==> config.mk <==
export PLATFORM = sky130hd
export DESIGN_NAME = adc_scan_queue_sequencer
export DESIGN_NICKNAME = d
export VERILOG_FILES = /design/src/shared/acq_pkg.sv /design/src/rtl/adc_scan_queue_sequencer.sv /design/src/rtl/blink_gen.sv
export SDC_FILE = /design/constraint.sdc
export NUM_CORES = 1
export LEC_CHECK = 0
export CELL_PAD_IN_SITES_DETAIL_PLACEMENT = 0
export CELL_PAD_IN_SITES_GLOBAL_PLACEMENT = 1
export CORE_AREA = 2 2 139 168
export CTS_CLUSTER_DIAMETER = 40
export DETAILED_ROUTE_END_ITERATION = 10
export DIE_AREA = 0 0 141 170
export DONT_BUFFER_PORTS = 1
export GPL_ROUTABILITY_DRIVEN = 0
export PLACE_DENSITY = 0.89
export SLEW_MARGIN = 20
export SYNTH_ARGS = -nofsm -noshare
export SYNTH_HDL_FRONTEND = slang
export SYNTH_SLANG_ARGS = --single-unit
==> constraint.sdc <==
create_clock -name aclk -period 5.11 [get_ports aclk]
set_input_delay 1.022 -clock aclk [delete_from_list [all_inputs] [get_ports aclk]]
set_output_delay 1.022 -clock aclk [all_outputs]
set_load 0.05 [all_outputs]
==> src/shared/acq_pkg.sv <==
// Constants shared by the acquisition sequencer and its blink timer.
// Assumes a 20 MHz system clock and an 8-bit AXI4-Lite byte address.
package acq_pkg;
  // Clock and LED timing
  localparam int unsigned CLK_HZ = 20_000_000;
  localparam int unsigned FAST_HALF_MS = 100;
  localparam int unsigned SLOW_HALF_MS = 500;
  localparam int unsigned FAST_HALF_CYC_DEF = CLK_HZ / 1000 * FAST_HALF_MS;
  localparam int unsigned SLOW_HALF_CYC_DEF = CLK_HZ / 1000 * SLOW_HALF_MS;
  localparam logic [2:0] BLINK3_HALVES = 3'h6;
  // Bus and count widths, queue depth
  localparam int unsigned ADDR_W = 8;
  localparam int unsigned DATA_W = 32;
  localparam int unsigned CODE_W = 12;
  localparam int unsigned CNT_W = 16;
  localparam int unsigned QDEPTH = 8;
  // Register byte offsets
  localparam logic [7:0] CTRL_OFS = 8'h00;
  localparam logic [7:0] QLAST_OFS = 8'h04;
  localparam logic [7:0] SINGLE_OFS = 8'h08;
  localparam logic [7:0] COUNT_OFS = 8'h0c;
  localparam logic [7:0] STATUS_OFS = 8'h10;
  localparam logic [7:0] RESULT_OFS = 8'h14;
  localparam logic [7:0] QUEUE_OFS = 8'h20;
  // Control fields
  localparam int unsigned CTRL_START = 0;
  localparam int unsigned CTRL_QEN = 1;
  localparam int unsigned CTRL_DIFF = 2;
  localparam int unsigned CTRL_EXT = 3;
  localparam int unsigned CTRL_TRIG_HI = 4;
  // Entry fields: channel in [2:0], range in [6:4]
  localparam int unsigned ENT_CH_LSB = 0;
  localparam int unsigned ENT_RNG_LSB = 4;
  // Status and result fields
  localparam int unsigned ST_BUSY = 0;
  localparam int unsigned ST_ARMED = 1;
  localparam int unsigned ST_DONE = 2;
  localparam int unsigned ST_PTR_LSB = 4;
  localparam int unsigned ST_CNT_LSB = 16;
  localparam int unsigned RES_CH_LSB = 12;
  // Range codes, index 1 is the fixed bipolar ten volt range
  localparam logic [2:0] RANGE_BIPOLAR_TEN_VOLT_RANGE = 3'h1;
  // Full-scale codes, bus answers and control reset value
  localparam logic [11:0] FS_DIFF = 12'hfff;
  localparam logic [11:0] FS_SE = 12'h7ff;
  localparam logic [1:0] RESP_OKAY = 2'h0;
  localparam logic [1:0] RESP_SLVERR = 2'h2;
  localparam logic [3:0] CTRL_RST = 4'h0;
endpackage : acq_pkg

==> src/rtl/adc_scan_queue_sequencer.sv <==
// Channel-gain queue sequencer with AXI4-Lite registers and status LED.
// Assumes front end, host link flags and bus share aclk; trigger is async.
//
// The AXI4-Lite slave port and the address map are this design's own decisions.
`timescale 1ns/100ps
module adc_scan_queue_sequencer #(
  parameter int unsigned FAST_HALF_CYC = acq_pkg::FAST_HALF_CYC_DEF,
  parameter int unsigned SLOW_HALF_CYC = acq_pkg::SLOW_HALF_CYC_DEF
)(
  // Clock and reset
  input wire logic aclk,
  input wire logic aresetn,
  // AXI4-Lite write
  input wire logic [acq_pkg::ADDR_W-1:0] awaddr,
  input wire logic awvalid,
  output logic awready,
  input wire logic [acq_pkg::DATA_W-1:0] wdata,
  input wire logic [3:0] wstrb,
  input wire logic wvalid,
  output logic wready,
  output logic [1:0] bresp,
  output logic bvalid,
  input wire logic bready,
  // AXI4-Lite read
  input wire logic [acq_pkg::ADDR_W-1:0] araddr,
  input wire logic arvalid,
  output logic arready,
  output logic [acq_pkg::DATA_W-1:0] rdata,
  output logic [1:0] rresp,
  output logic rvalid,
  input wire logic rready,
  // Host link state
  input wire logic host_attached,
  input wire logic host_first_contact,
  input wire logic xfer_active,
  // External trigger pin
  input wire logic external_trigger_input,
  // Analog front end
  output logic adc_start,
  output logic [2:0] adc_channel,
  output logic [2:0] adc_range,
  output logic adc_diff,
  input wire logic adc_done,
  input wire logic [acq_pkg::CODE_W-1:0] adc_code,
  input wire logic adc_overrange,
  // Sample stream
  output logic sample_valid,
  output logic [acq_pkg::CODE_W-1:0] sample_code,
  output logic [2:0] sample_channel,
  // Status LED
  output logic status_led
);
  import acq_pkg::*;

  typedef enum logic [2:0] {ST_IDLE, ST_WAIT_TRIG, ST_SETUP, ST_FIRE,
                            ST_CONV} scan_state_e;

  scan_state_e state_q;
  logic awready_q, wready_q, bvalid_q, arready_q, rvalid_q;
  logic aw_full_q, w_full_q;
  logic [1:0] bresp_q, rresp_q;
  logic [7:0] aw_addr_q;
  logic [31:0] w_data_q, rdata_q;
  logic [3:0] w_strb_q;
  logic queue_en_q, diff_q, ext_q, trig_hi_q;
  logic [2:0] qlast_q, single_ch_q, single_rng_q, ptr_q;
  logic [2:0] qch_q [QDEPTH];
  logic [2:0] qrng_q [QDEPTH];
  logic [15:0] target_q, done_cnt_q;
  logic done_flag_q;
  logic adc_start_q, adc_diff_q, sample_valid_q;
  logic [2:0] adc_channel_q, adc_range_q, sample_ch_q;
  logic [11:0] sample_code_q;
  logic trig_meta_q, trig_sync_q, trig_act_prev_q;
  logic [2:0] b3_cnt_q;
  logic status_led_q;

  // Write and read channel handshake
  wire aw_take = awvalid && awready_q;
  wire w_take = wvalid && wready_q;
  wire do_write = aw_full_q && w_full_q && !bvalid_q;
  wire aw_full_d = aw_full_q ? !do_write : aw_take;
  wire w_full_d = w_full_q ? !do_write : w_take;
  wire bvalid_d = bvalid_q ? !bready : do_write;
  wire ar_take = arvalid && arready_q;
  wire rvalid_d = rvalid_q ? !rready : ar_take;

  // Write address decode
  wire [5:0] wa = aw_addr_q[7:2];
  wire wr_ctrl = wa == CTRL_OFS[7:2];
  wire wr_qlast = wa == QLAST_OFS[7:2];
  wire wr_single = wa == SINGLE_OFS[7:2];
  wire wr_count = wa == COUNT_OFS[7:2];
  wire wr_queue = wa[5:3] == QUEUE_OFS[7:5];
  wire wr_ro = (wa == STATUS_OFS[7:2]) || (wa == RESULT_OFS[7:2]);
  wire wr_hit = wr_ctrl || wr_qlast || wr_single || wr_count || wr_queue ||
                wr_ro;
  wire lo_wr = do_write && w_strb_q[0];
  wire sw_start = lo_wr && wr_ctrl && w_data_q[CTRL_START];

  // Read address decode and data selection
  wire [5:0] ra = araddr[7:2];
  wire rd_queue = ra[5:3] == QUEUE_OFS[7:5];
  wire [31:0] entry_word = 32'({qrng_q[ra[2:0]], 1'b0, qch_q[ra[2:0]]});
  wire [31:0] ctrl_word = 32'({trig_hi_q, ext_q, diff_q, queue_en_q, 1'b0});
  wire busy = state_q != ST_IDLE;
  wire armed = state_q == ST_WAIT_TRIG;
  wire [31:0] status_word = (32'(done_cnt_q) << ST_CNT_LSB) |
                            (32'(ptr_q) << ST_PTR_LSB) |
                            (32'(done_flag_q) << ST_DONE) |
                            (32'(armed) << ST_ARMED) | 32'(busy);
  wire [31:0] result_word = (32'(sample_ch_q) << RES_CH_LSB) |
                            32'(sample_code_q);
  wire rd_hit = rd_queue || ra == CTRL_OFS[7:2] || ra == QLAST_OFS[7:2] ||
                ra == SINGLE_OFS[7:2] || ra == COUNT_OFS[7:2] ||
                ra == STATUS_OFS[7:2] || ra == RESULT_OFS[7:2];
  wire [31:0] rd_word =
    rd_queue ? entry_word :
    ra == CTRL_OFS[7:2] ? ctrl_word :
    ra == QLAST_OFS[7:2] ? 32'(qlast_q) :
    ra == SINGLE_OFS[7:2] ? 32'({single_rng_q, 1'b0, single_ch_q}) :
    ra == COUNT_OFS[7:2] ? 32'(target_q) :
    ra == STATUS_OFS[7:2] ? status_word :
    ra == RESULT_OFS[7:2] ? result_word : 32'h0;

  // Bus handshake and answer registers
  always_ff @(posedge aclk)
  begin
    if (!aresetn)
    begin
      aw_full_q <= 1'b0;
      w_full_q <= 1'b0;
      bvalid_q <= 1'b0;
      rvalid_q <= 1'b0;
      awready_q <= 1'b1;
      wready_q <= 1'b1;
      arready_q <= 1'b1;
      bresp_q <= RESP_OKAY;
      rresp_q <= RESP_OKAY;
      rdata_q <= 32'h0;
    end
    else
    begin
      aw_full_q <= aw_full_d;
      w_full_q <= w_full_d;
      bvalid_q <= bvalid_d;
      rvalid_q <= rvalid_d;
      awready_q <= !aw_full_d && !bvalid_d;
      wready_q <= !w_full_d && !bvalid_d;
      arready_q <= !rvalid_d;
      if (do_write)
        bresp_q <= wr_hit ? RESP_OKAY : RESP_SLVERR; // Unmapped: error
      if (ar_take)
      begin
        rdata_q <= rd_word;
        rresp_q <= rd_hit ? RESP_OKAY : RESP_SLVERR;
      end
    end
  end

  // Capture address and data as each channel is taken
  always_ff @(posedge aclk)
  begin
    if (!aresetn)
    begin
      aw_addr_q <= 8'h0;
      w_data_q <= 32'h0;
      w_strb_q <= 4'h0;
    end
    else
    begin
      if (aw_take)
        aw_addr_q <= awaddr;
      if (w_take)
      begin
        w_data_q <= wdata;
        w_strb_q <= wstrb;
      end
    end
  end

  // Configuration registers and queue memory
  always_ff @(posedge aclk)
  begin
    if (!aresetn)
    begin
      {trig_hi_q, ext_q, diff_q, queue_en_q} <= CTRL_RST;
      qlast_q <= 3'h0;
      single_ch_q <= 3'h0;
      single_rng_q <= RANGE_BIPOLAR_TEN_VOLT_RANGE;
      target_q <= 16'h0;
      for (int i = 0; i < QDEPTH; i++)
      begin
        qch_q[i] <= 3'h0;
        qrng_q[i] <= RANGE_BIPOLAR_TEN_VOLT_RANGE;
      end
    end
    else
    begin
      if (lo_wr && wr_ctrl)
        {trig_hi_q, ext_q, diff_q, queue_en_q} <= w_data_q[4:1];
      if (lo_wr && wr_qlast)
        qlast_q <= w_data_q[2:0];
      if (lo_wr && wr_single)
      begin
        single_ch_q <= w_data_q[ENT_CH_LSB +: 3];
        single_rng_q <= w_data_q[ENT_RNG_LSB +: 3];
      end
      if (lo_wr && wr_count)
        target_q[7:0] <= w_data_q[7:0];
      if (do_write && w_strb_q[1] && wr_count)
        target_q[15:8] <= w_data_q[15:8];
      if (lo_wr && wr_queue)
      begin
        qch_q[wa[2:0]] <= w_data_q[ENT_CH_LSB +: 3];
        qrng_q[wa[2:0]] <= w_data_q[ENT_RNG_LSB +: 3];
      end
    end
  end

  // Trigger synchroniser and active-edge detect
  wire trig_act = trig_hi_q ? trig_sync_q : !trig_sync_q;
  wire trig_event = trig_act && !trig_act_prev_q;
  always_ff @(posedge aclk)
  begin
    if (!aresetn)
    begin
      trig_meta_q <= 1'b0;
      trig_sync_q <= 1'b0;
      trig_act_prev_q <= 1'b1;
    end
    else
    begin
      trig_meta_q <= external_trigger_input;
      trig_sync_q <= trig_meta_q;
      trig_act_prev_q <= trig_act;
    end
  end

  // Current entry, then mode-dependent channel, range and result code
  wire [2:0] cur_ch = queue_en_q ? qch_q[ptr_q] : single_ch_q;
  wire [2:0] cur_rng = queue_en_q ? qrng_q[ptr_q] : single_rng_q;
  wire [2:0] eff_ch = diff_q ? {1'b0, cur_ch[1:0]} : cur_ch;
  wire [2:0] eff_rng = diff_q ? cur_rng : RANGE_BIPOLAR_TEN_VOLT_RANGE;
  wire [11:0] se_code = adc_overrange ? FS_SE : {1'b0, adc_code[11:1]};
  wire [11:0] df_code = adc_overrange ? FS_DIFF : adc_code;
  wire conv_fin = state_q == ST_CONV && adc_done;
  wire last_sample = done_cnt_q + 16'h1 == target_q;
  wire start_ok = sw_start && target_q != 16'h0 && !busy;
  wire wrap = !queue_en_q || ptr_q >= qlast_q;

  // Scan sequencer
  always_ff @(posedge aclk)
  begin
    if (!aresetn)
    begin
      state_q <= ST_IDLE;
      ptr_q <= 3'h0;
      done_cnt_q <= 16'h0;
      done_flag_q <= 1'b0;
    end
    else
    begin
      unique case (state_q)
        ST_IDLE:
          if (start_ok)
          begin
            ptr_q <= 3'h0;
            done_cnt_q <= 16'h0;
            done_flag_q <= 1'b0;
            state_q <= w_data_q[CTRL_EXT] ? ST_WAIT_TRIG : ST_SETUP;
          end
        ST_WAIT_TRIG:
          if (trig_event)
            state_q <= ST_SETUP;
        ST_SETUP:
          state_q <= ST_FIRE;
        ST_FIRE:
          state_q <= ST_CONV;
        ST_CONV:
          if (adc_done)
          begin
            done_cnt_q <= done_cnt_q + 16'h1;
            ptr_q <= wrap ? 3'h0 : ptr_q + 3'h1;
            if (last_sample)
            begin
              state_q <= ST_IDLE;
              done_flag_q <= 1'b1;
            end
            else
              state_q <= ST_SETUP;
          end
        default:
          state_q <= ST_IDLE; // Unused codes fall back to idle
      endcase
    end
  end

  // Front-end drive: apply channel and range, then start one cycle later
  always_ff @(posedge aclk)
  begin
    if (!aresetn)
    begin
      adc_channel_q <= 3'h0;
      adc_range_q <= RANGE_BIPOLAR_TEN_VOLT_RANGE;
      adc_diff_q <= 1'b0;
      adc_start_q <= 1'b0;
    end
    else
    begin
      if (state_q == ST_SETUP)
      begin
        adc_channel_q <= eff_ch;
        adc_range_q <= eff_rng;
        adc_diff_q <= diff_q;
      end
      adc_start_q <= state_q == ST_FIRE;
    end
  end

  // Sample stream out, one pulse per conversion
  always_ff @(posedge aclk)
  begin
    if (!aresetn)
    begin
      sample_valid_q <= 1'b0;
      sample_code_q <= 12'h0;
      sample_ch_q <= 3'h0;
    end
    else
    begin
      sample_valid_q <= conv_fin;
      if (conv_fin)
      begin
        sample_code_q <= adc_diff_q ? df_code : se_code;
        sample_ch_q <= adc_channel_q;
      end
    end
  end

  // LED blink timers, periods set from the clock rate
  logic fast_tick, fast_phase, slow_phase;
  wire b3_act = b3_cnt_q != 3'h0;
  blink_gen #(.HALF(FAST_HALF_CYC)) u_fast_blink (
    .aclk(aclk),
    .aresetn(aresetn),
    .run(xfer_active || b3_act),
    .tick(fast_tick),
    .phase(fast_phase)
  );
  blink_gen #(.HALF(SLOW_HALF_CYC)) u_slow_blink (
    .aclk(aclk),
    .aresetn(aresetn),
    .run(armed),
    .tick(),
    .phase(slow_phase)
  );

  // LED priority: armed, first contact, transfer, attached; never disabled
  wire led_d = armed ? slow_phase :
               (b3_act || xfer_active) ? fast_phase :
               host_attached;
  always_ff @(posedge aclk)
  begin
    if (!aresetn)
    begin
      b3_cnt_q <= 3'h0;
      status_led_q <= 1'b0;
    end
    else
    begin
      if (host_first_contact)
        b3_cnt_q <= BLINK3_HALVES;
      else if (b3_act && fast_tick)
        b3_cnt_q <= b3_cnt_q - 3'h1;
      status_led_q <= led_d;
    end
  end

  // Outputs straight from flip-flops
  assign awready = awready_q;
  assign wready = wready_q;
  assign bvalid = bvalid_q;
  assign bresp = bresp_q;
  assign arready = arready_q;
  assign rvalid = rvalid_q;
  assign rdata = rdata_q;
  assign rresp = rresp_q;
  assign adc_start = adc_start_q;
  assign adc_channel = adc_channel_q;
  assign adc_range = adc_range_q;
  assign adc_diff = adc_diff_q;
  assign sample_valid = sample_valid_q;
  assign sample_code = sample_code_q;
  assign sample_channel = sample_ch_q;
  assign status_led = status_led_q;
endmodule : adc_scan_queue_sequencer

==> src/rtl/blink_gen.sv <==
// Half-period timer for the status LED blink patterns.
// Assumes run comes from logic on the same clock.
`timescale 1ns/100ps
module blink_gen #(
  parameter int unsigned HALF = 4
)(
  // Clock and reset
  input wire logic aclk,
  input wire logic aresetn,
  // Control and result
  input wire logic run,
  output logic tick,
  output logic phase
);
  localparam int unsigned W = $clog2(HALF + 1);
  logic [W-1:0] cnt_q;
  logic phase_q;

  // Tick at the end of each half period
  assign tick = run && (cnt_q == W'(HALF - 1));
  assign phase = phase_q;

  // Count while running, park off when stopped
  always_ff @(posedge aclk)
  begin
    if (!aresetn || !run)
    begin
      cnt_q <= '0;
      phase_q <= 1'b0;
    end
    else
    begin
      cnt_q <= tick ? '0 : cnt_q + W'(1);
      phase_q <= phase_q ^ tick;
    end
  end
endmodule : blink_gen

==> results of run 1 <==
==> logic make-up (layout without fill, tap and decap cells) <==
family,Yosys count,after routing
and+or+nand+nor,542,542
adders and majority gates,9,9
AOI/OAI and AO/OA,215,215
muxes,64,64
xor gates and xnor gates,63,63
DFF,246,246
other,1,2
buffers and inverters,103,88
==> how the worst max path moves through the flow <==
stage	cells past startpoint	from	endpoint	slack, ns
2_1_floorplan	8	araddr[4]	rdata[19]	2.31
3_3_place_gp	6	araddr[5]	rdata[0]	1.70
3_5_place_dp	6	araddr[5]	rdata[0]	1.64
4_1_cts	4	bvalid	qch_q[3][2]	1.94
5_1_grt	5	bvalid	qch_q[1][2]	1.60
6_report	5	bvalid	qch_q[1][2]	1.92
==> flip-flops by register name (all words and copies together), names as in the netlist, 2 cells and up, named ones only <==
signal	count
qch_q	24
target_q	16
aw_addr_q	6
rdata	32
sample_channel	3
state_q	3
qrng_q	24
w_data_q	16
single_ch_q	3
w_strb_q	2
adc_range	3
b3_cnt_q	3
qlast_q	3
u_fast_blink.cnt_q	21
single_rng_q	3
done_cnt_q	16
sample_code	12
ptr_q	3
adc_channel	3
u_slow_blink.cnt_q	24
==> cells in the mapped netlist (3+ instances only) <==
master     count  area share
a2111oi_0     14       0.011
nor4_1        16      0.0088
mux4_2        24       0.047
or3_1         12      0.0066
a31oi_1       10      0.0055
buf_4          4      0.0026
a211oi_1       7      0.0046
and3_1        11      0.0060
o21ai_0       41       0.018
nand3b_1       8      0.0053
o22ai_1        4      0.0022
and2_1        49       0.027
nor4b_1        4      0.0031
nand3_1       42       0.018
dfxtp_1      198        0.35
buf_2         15      0.0066
edfxtp_1      48        0.13
and4_1        10      0.0077
o21a_1         3      0.0020
or4_1          3      0.0020
o211ai_1       3      0.0020
ha_1           9      0.0099
mux2i_1       39       0.034
a21boi_0       3      0.0020
nand2_1      132       0.043
a21oi_1       85       0.037
buf_1          4      0.0013
nand2b_1       9      0.0049
nor2b_1       14      0.0077
clkbuf_1      58       0.019
nand4_1       21       0.012
a22oi_1       29       0.019
a221oi_1       3      0.0023
xor2_1        37       0.028
nor2_1       170       0.056
xnor2_1       26       0.020
nor3_1        28       0.012
inv_1         19      0.0063
==> stage by stage <==
step / setup slack [ns] / cells
4_1_cts: 1.939 / 1508
6_report: 1.916 / 1508
3_3_place_gp: 1.696 / 1447
5_1_grt: 1.604 / 1508
2_1_floorplan: 2.310 / 1244
3_5_place_dp: 1.639 / 1447
==> worst register-to-register path: cells and delay by family (launching register included) <==
family	cells	cell delay, ns
flip-flops	1	0.50
AND/OR/NAND/NOR	5	2.38
==> power by group <==
group / total, mW / internal (mW) / switching, mW
Combinational: 0.152 / 0.0551 / 0.0970
Sequential: 2.09 / 2.02 / 0.0731
Clock: 2.39 / 1.53 / 0.864
Total: 4.63 / 3.60 / 1.03
==> cell type report <==
type	instances	area, sq um	area share
multi-input combinational	895	5595	0.4426
sequential	246	5405	0.4276
clock buffer	45	953.4	0.07542
tap	279	349.1	0.02761
clock inverter	16	210.2	0.01663
inverter	20	76.32	0.006037
timing repair buffer	7	52.55	0.004157
==> per-layer routing <==
| layer | wire, um | GRT usage | vias up |
|---|---|---|---|
| met5 | 0 | 0 | - |
| met4 | 981 | 0.08609 | 0 |
| met3 | 2250 | 0.05599 | 72 |
| met2 | 14320 | 0.4180 | 317 |
| met1 | 11910 | 0.3010 | 4307 |
| li1 | - | - | 4339 |
==> reports/metrics.cfg, run 1 <==
[drt]
num_vias=9035
drc=0
wirelength_um=29460
drtPass1Iterations=5
ant_nets=0
dr.first_iter.drc_count=550
viasPerCell=5.991
wl_per_cell_um=19.53

[power]
total_power_mw=4.635
vdd_ir_drop_max_uv=253.8
p_leak_nw=4.385
power_density_nw_per_um2=366.6

[layout]
final_cell_mix=dfxtp_1, nor2_1, nand2_1
drive_gt1_frac=0.08299
final_nets=1291
layout_commonest_cell=dfxtp_1
antennaDiodeCount=0
area_growth_pct=10.79
fin_util=0.5670
n_fill_cell=1969
finalInstanceArea_sq_um=12640

[floorplan]
rows=60
core_sq_um=22300
die_y_um=170
io_pins=143
die_area_sq_um=23970
die_width_um=141
start_util=0.5118

[sta]
finalSetupTns_ns=0
fmax_mhz=313.1
finalHoldViolCount=0
tightest_slew_ns=1.178
hold_slack_ns=0.4435
period_needed_ns=3.194
setup-violations-final=0
finalMaxSlewViolations=0
fin_crit_sh=0.6250
finalClockSkew_ns=0.02273
relSlewSlack=0.2113
rsz0062_at_grt=no

[worst_hold_path]
hold_class=flop to flop
hold-path-endpoint=u_fast_blink.cnt_q[0]
hold_start=u_fast_blink.cnt_q[0]
whs_path_depth=1

[global_routing]
grt_max_degree=53
grt-ovfl-total=0
grt_pass1_wl_um=46330
antenna_found_initial=0
grt_usage=0.2433
grt_pass1_vias=8570

[critical_path]
arrival_ns=3.36
startpoint_type=flop
r2r_cells=5
r2r-end=qch_q[1][2]
path_class=flop to flop
r2r_start=bvalid
crit_buf_inv=0
cpPeakStageDelay_ns=0.66
cp_top_family=simple AND/OR/NAND/NOR gates
regToRegSetupSlack_ns=1.92
path_max_fanout=12
crit_chain=nor2_1, and3_1, nand4_1, nor3_1, nand2b_1
endpoint_kind=flop
critical_path.slowest_cell=nor3_1
crit_required_ns=5.28

[cts]
clk_latency_ns=0.50
htreeDepth=2
cts_tree=yes
cts-hold-fix-buffers=0
postCtsSetupBuffers=0
cts_max_path_buffers=3
cts-root-buf=clkbuf_16
cts.clk_slew.worst_paths_ns=0.05
ctsResizeCount=0
numCtsBuffers=35
cts.sinks=246

[logic_synthesis]
synth_edf_count=48
yosys_most_used_dff=dfxtp_1
async_reset_ff_frac=0
syn-cell-area_sq_um=11410
synth_compound_area_frac=0.1162
synth_warnings=0
synth-simple-area-share=0.2319
ys_seq_area_frac=0.4737
synth-xor-area-share=0.04836
syn_area_per_cell_sq_um=9.180
synthAdderAreaFrac=0.009868
synth.distinct_cells=66
synth_top_family_by_area=simple AND/OR/NAND/NOR gates
synth_cells=1243
synth.area.mux_share=0.08257
ys_ff_latch=246

[place]
placed_area_sq_um=11480
port_buffers=0
dp_hpwl_um=20710

[run]
cap_violations=0

[run_status]
status=finished clean

(Power assumes the default switching activity.)
==> inputs of run 2 (changes only) <==
--- a/config.mk
+++ b/config.mk
@@ -7,13 +7,13 @@
 export LEC_CHECK = 0
 export CELL_PAD_IN_SITES_DETAIL_PLACEMENT = 0
 export CELL_PAD_IN_SITES_GLOBAL_PLACEMENT = 1
-export CORE_AREA = 2 2 139 168
+export CORE_AREA = 2 2 143 173
 export CTS_CLUSTER_DIAMETER = 40
 export DETAILED_ROUTE_END_ITERATION = 10
-export DIE_AREA = 0 0 141 170
+export DIE_AREA = 0 0 145 175
 export DONT_BUFFER_PORTS = 1
 export GPL_ROUTABILITY_DRIVEN = 0
-export PLACE_DENSITY = 0.89
+export PLACE_DENSITY = 0.85
 export SLEW_MARGIN = 20
 export SYNTH_ARGS = -nofsm -noshare
 export SYNTH_HDL_FRONTEND = slang
==> constraint.sdc (replaced) <==
create_clock -name aclk -period 3.2 [get_ports aclk]
set_input_delay 0.64 -clock aclk [delete_from_list [all_inputs] [get_ports aclk]]
set_output_delay 0.64 -clock aclk [all_outputs]
set_load 0.05 [all_outputs]
==> run 2 against run 1 <==
Hold slack worse by 0.29 ns. Design area is 1.0% higher. Non-clock buffer count is 22 higher. Clock-buffer cell count is 7 lower. Sequential power is 60% higher. Critical path depth is 1 higher. Power is 55% higher. Register-to-register slack worse by 1.3 ns. Global-route usage is 1.1 points lower. Largest power group unchanged. Highest routed layer unchanged. Wire length is 1.7% higher.
==> reports/metrics.cfg, run 2 (synthesis gave the netlist of run 1 again) <==
[run_status]
status=finished clean

[critical_path]
path_max_fanout=10  ; -2
crit_top_cell=nand4_1
regToRegSetupSlack_ns=0.62  ; -1.30 ns
endpoint_kind=flop
cpPeakStageDelay_ns=0.61  ; -0.05 ns
r2r_cells=6  ; +1
path_class=flop to flop
crit_chain=nand4_1, or4_1, a22oi_1, nand4_1, nor4_1, a21oi_1
r2r-end=state_q[1]
crit_required_ns=3.62  ; -1.66 ns
arrival_ns=2.99  ; -0.37 ns
critical_path.slowest_cell=or4_1
r2r_start=done_cnt_q[6]
startpoint_type=flop

[drt]
viasPerCell=5.800  ; -3.2%
wirelength_um=29970  ; +1.7%
drtPass1Iterations=5  ; unchanged
dr.first_iter.drc_count=607  ; +10%
ant_nets=0  ; unchanged
num_vias=9083  ; +0.53%
drc=0  ; unchanged
wl_per_cell_um=19.14  ; -2.0%

[global_routing]
grt_pass1_vias=8588  ; +0.21%
grt_use_met2=0.3849  ; -0.03311
grt_usage=0.2325  ; -0.01083
grt-ovfl-total=0  ; unchanged
met1_usage=0.3007  ; about the same
grt_busiest_layer=met2
grt_pass1_wl_um=47370  ; +2.2%
use_met3=0.04935  ; -0.006646
antenna_found_initial=0  ; unchanged
grt_max_degree=54  ; +1.9%

[layout]
seq_area_sq_um=5405  ; unchanged
fin_util=0.5398  ; -0.02718
multi_input_area_sq_um=5593  ; about the same
antennaDiodeCount=0  ; unchanged
finalInstanceArea_sq_um=12770  ; +1.0%
final_cell_mix=dfxtp_1, nor2_1, nand2_1
largest_reg_flops=32  ; unchanged
area_growth_pct=11.93
layout_commonest_cell=dfxtp_1
final_nets=1308  ; +1.3%
n_fill_cell=2129  ; +8.1%
drive_gt1_frac=0.09872  ; +0.01572

[cts]
numCtsBuffers=30  ; -14%
clk_latency_ns=0.55  ; +0.05 ns
htreeDepth=1  ; -1
cts-hold-fix-buffers=0  ; unchanged
cts_tree=yes
cts.sinks=246  ; unchanged
cts_max_path_buffers=3  ; unchanged
cts-root-buf=clkbuf_16
ctsResizeCount=0  ; unchanged
cts.clk_slew.worst_paths_ns=0.06  ; about the same
postCtsSetupBuffers=0  ; unchanged

[power]
vdd_ir_drop_max_uv=419.3  ; +65%
power_density_nw_per_um2=561.1  ; +53%
power.internal_mw=5.541  ; +54%
comb_power_share=0.036  ; +0.003
p_clk_frac=0.499  ; -0.017
switching_share=0.2269  ; +0.003684
power.switching_mw=1.626  ; +57%
power_frac_seq=0.465  ; +0.014
p_leak_nw=4.465  ; +1.8%
total_power_mw=7.167  ; +55%

[sta]
finalHoldViolCount=0  ; unchanged
hold_slack_ns=0.1577  ; -0.2857 ns
finalClockSkew_ns=0.01145  ; -0.01128 ns
fin_crit_sh=0.8061  ; +0.1811
relSlewSlack=0.4311  ; +0.2198
period_needed_ns=2.580  ; -0.6141 ns
finalSetupTns_ns=0  ; unchanged
finalMaxSlewViolations=0  ; unchanged
tightest_slew_ns=0.8533  ; -0.3246 ns
rsz0062_at_grt=no
fmax_mhz=387.7  ; +24%
setup-violations-final=0  ; unchanged

[place]
port_buffers=0  ; unchanged
dp_hpwl_um=21350  ; +3.1%
placed_area_sq_um=11690  ; +1.9%

[floorplan]
io_pins=143  ; unchanged
core_sq_um=23660  ; +6.1%
die_width_um=145  ; +2.8%
start_util=0.4823  ; -0.02950
die_area_sq_um=25380  ; +5.9%
die_y_um=175  ; +2.9%
rows=62  ; +3.3%

[worst_hold_path]
whs_path_depth=1  ; unchanged
hold-path-endpoint=b3_cnt_q[0]
hold_start=host_first_contact
hold_class=primary input to flop

[run]
cap_violations=0  ; unchanged

## run 2: cell types whose count changed in the layout (fill, tap and decap cells not counted), sizes merged
| cell | change |
|---|---|
| clkinv | +1 |
| clkinvlp | -1 |
| clkbuf | -7 |
| inv | +2 |
| buf | +22 |
## run 2: routing by layer
layer	vias up	share of wire
li1	4392	-
met1	4366	0.42
met2	266	0.47
met3	59	0.070
met4	0	0.033
met5	-	0
## run 2: power groups by stage
| stage | clock network, mW | registers (mW) | logic (mW) |
|---|---|---|---|
| finish | 3.57 | 3.34 | 0.258 |
| CTS | 3.64 | 3.33 | 0.260 |
| global placement | 0 | 3.40 | 0.254 |
| global route | 3.75 | 3.34 | 0.288 |
| floorplan | 0 | 3.37 | 0.228 |
| detailed placement | 0 | 3.40 | 0.259 |
## run 2: metrics by stage
step	setup WS (ns)	std cells
2_1_floorplan	0.7818	1244
3_3_place_gp	0.6290	1510
3_5_place_dp	0.6626	1510
4_1_cts	0.6761	1566
5_1_grt	0.3756	1566
6_report	0.6205	1566
## run 2: worst max-delay path, delay by kind of cell (launching register included)
kind            cells  cell delay, ns
compound gates      2            0.30
simple gates        4            1.65
flops               1            0.49
## run 2: how the worst max path moves through the flow
stage	from	cells past startpoint	endpoint
floorplan	araddr[4]	8	rdata[19]
global placement	araddr[5]	6	rdata[0]
detailed placement	araddr[5]	6	rdata[0]
CTS	bvalid	7	ptr_q[2]
global route	done_cnt_q[0]	7	state_q[1]
finish	done_cnt_q[6]	6	state_q[1]
## run 2: layout make-up
class | instances | share of cell area
multi-input cells | 895 | 0.4379
flip-flops and latches | 246 | 0.4232
clock buffers | 38 | 0.06671
well taps | 320 | 0.03135
clock inverters | 18 | 0.01773
repair buffers | 29 | 0.01705
inverters | 20 | 0.006074
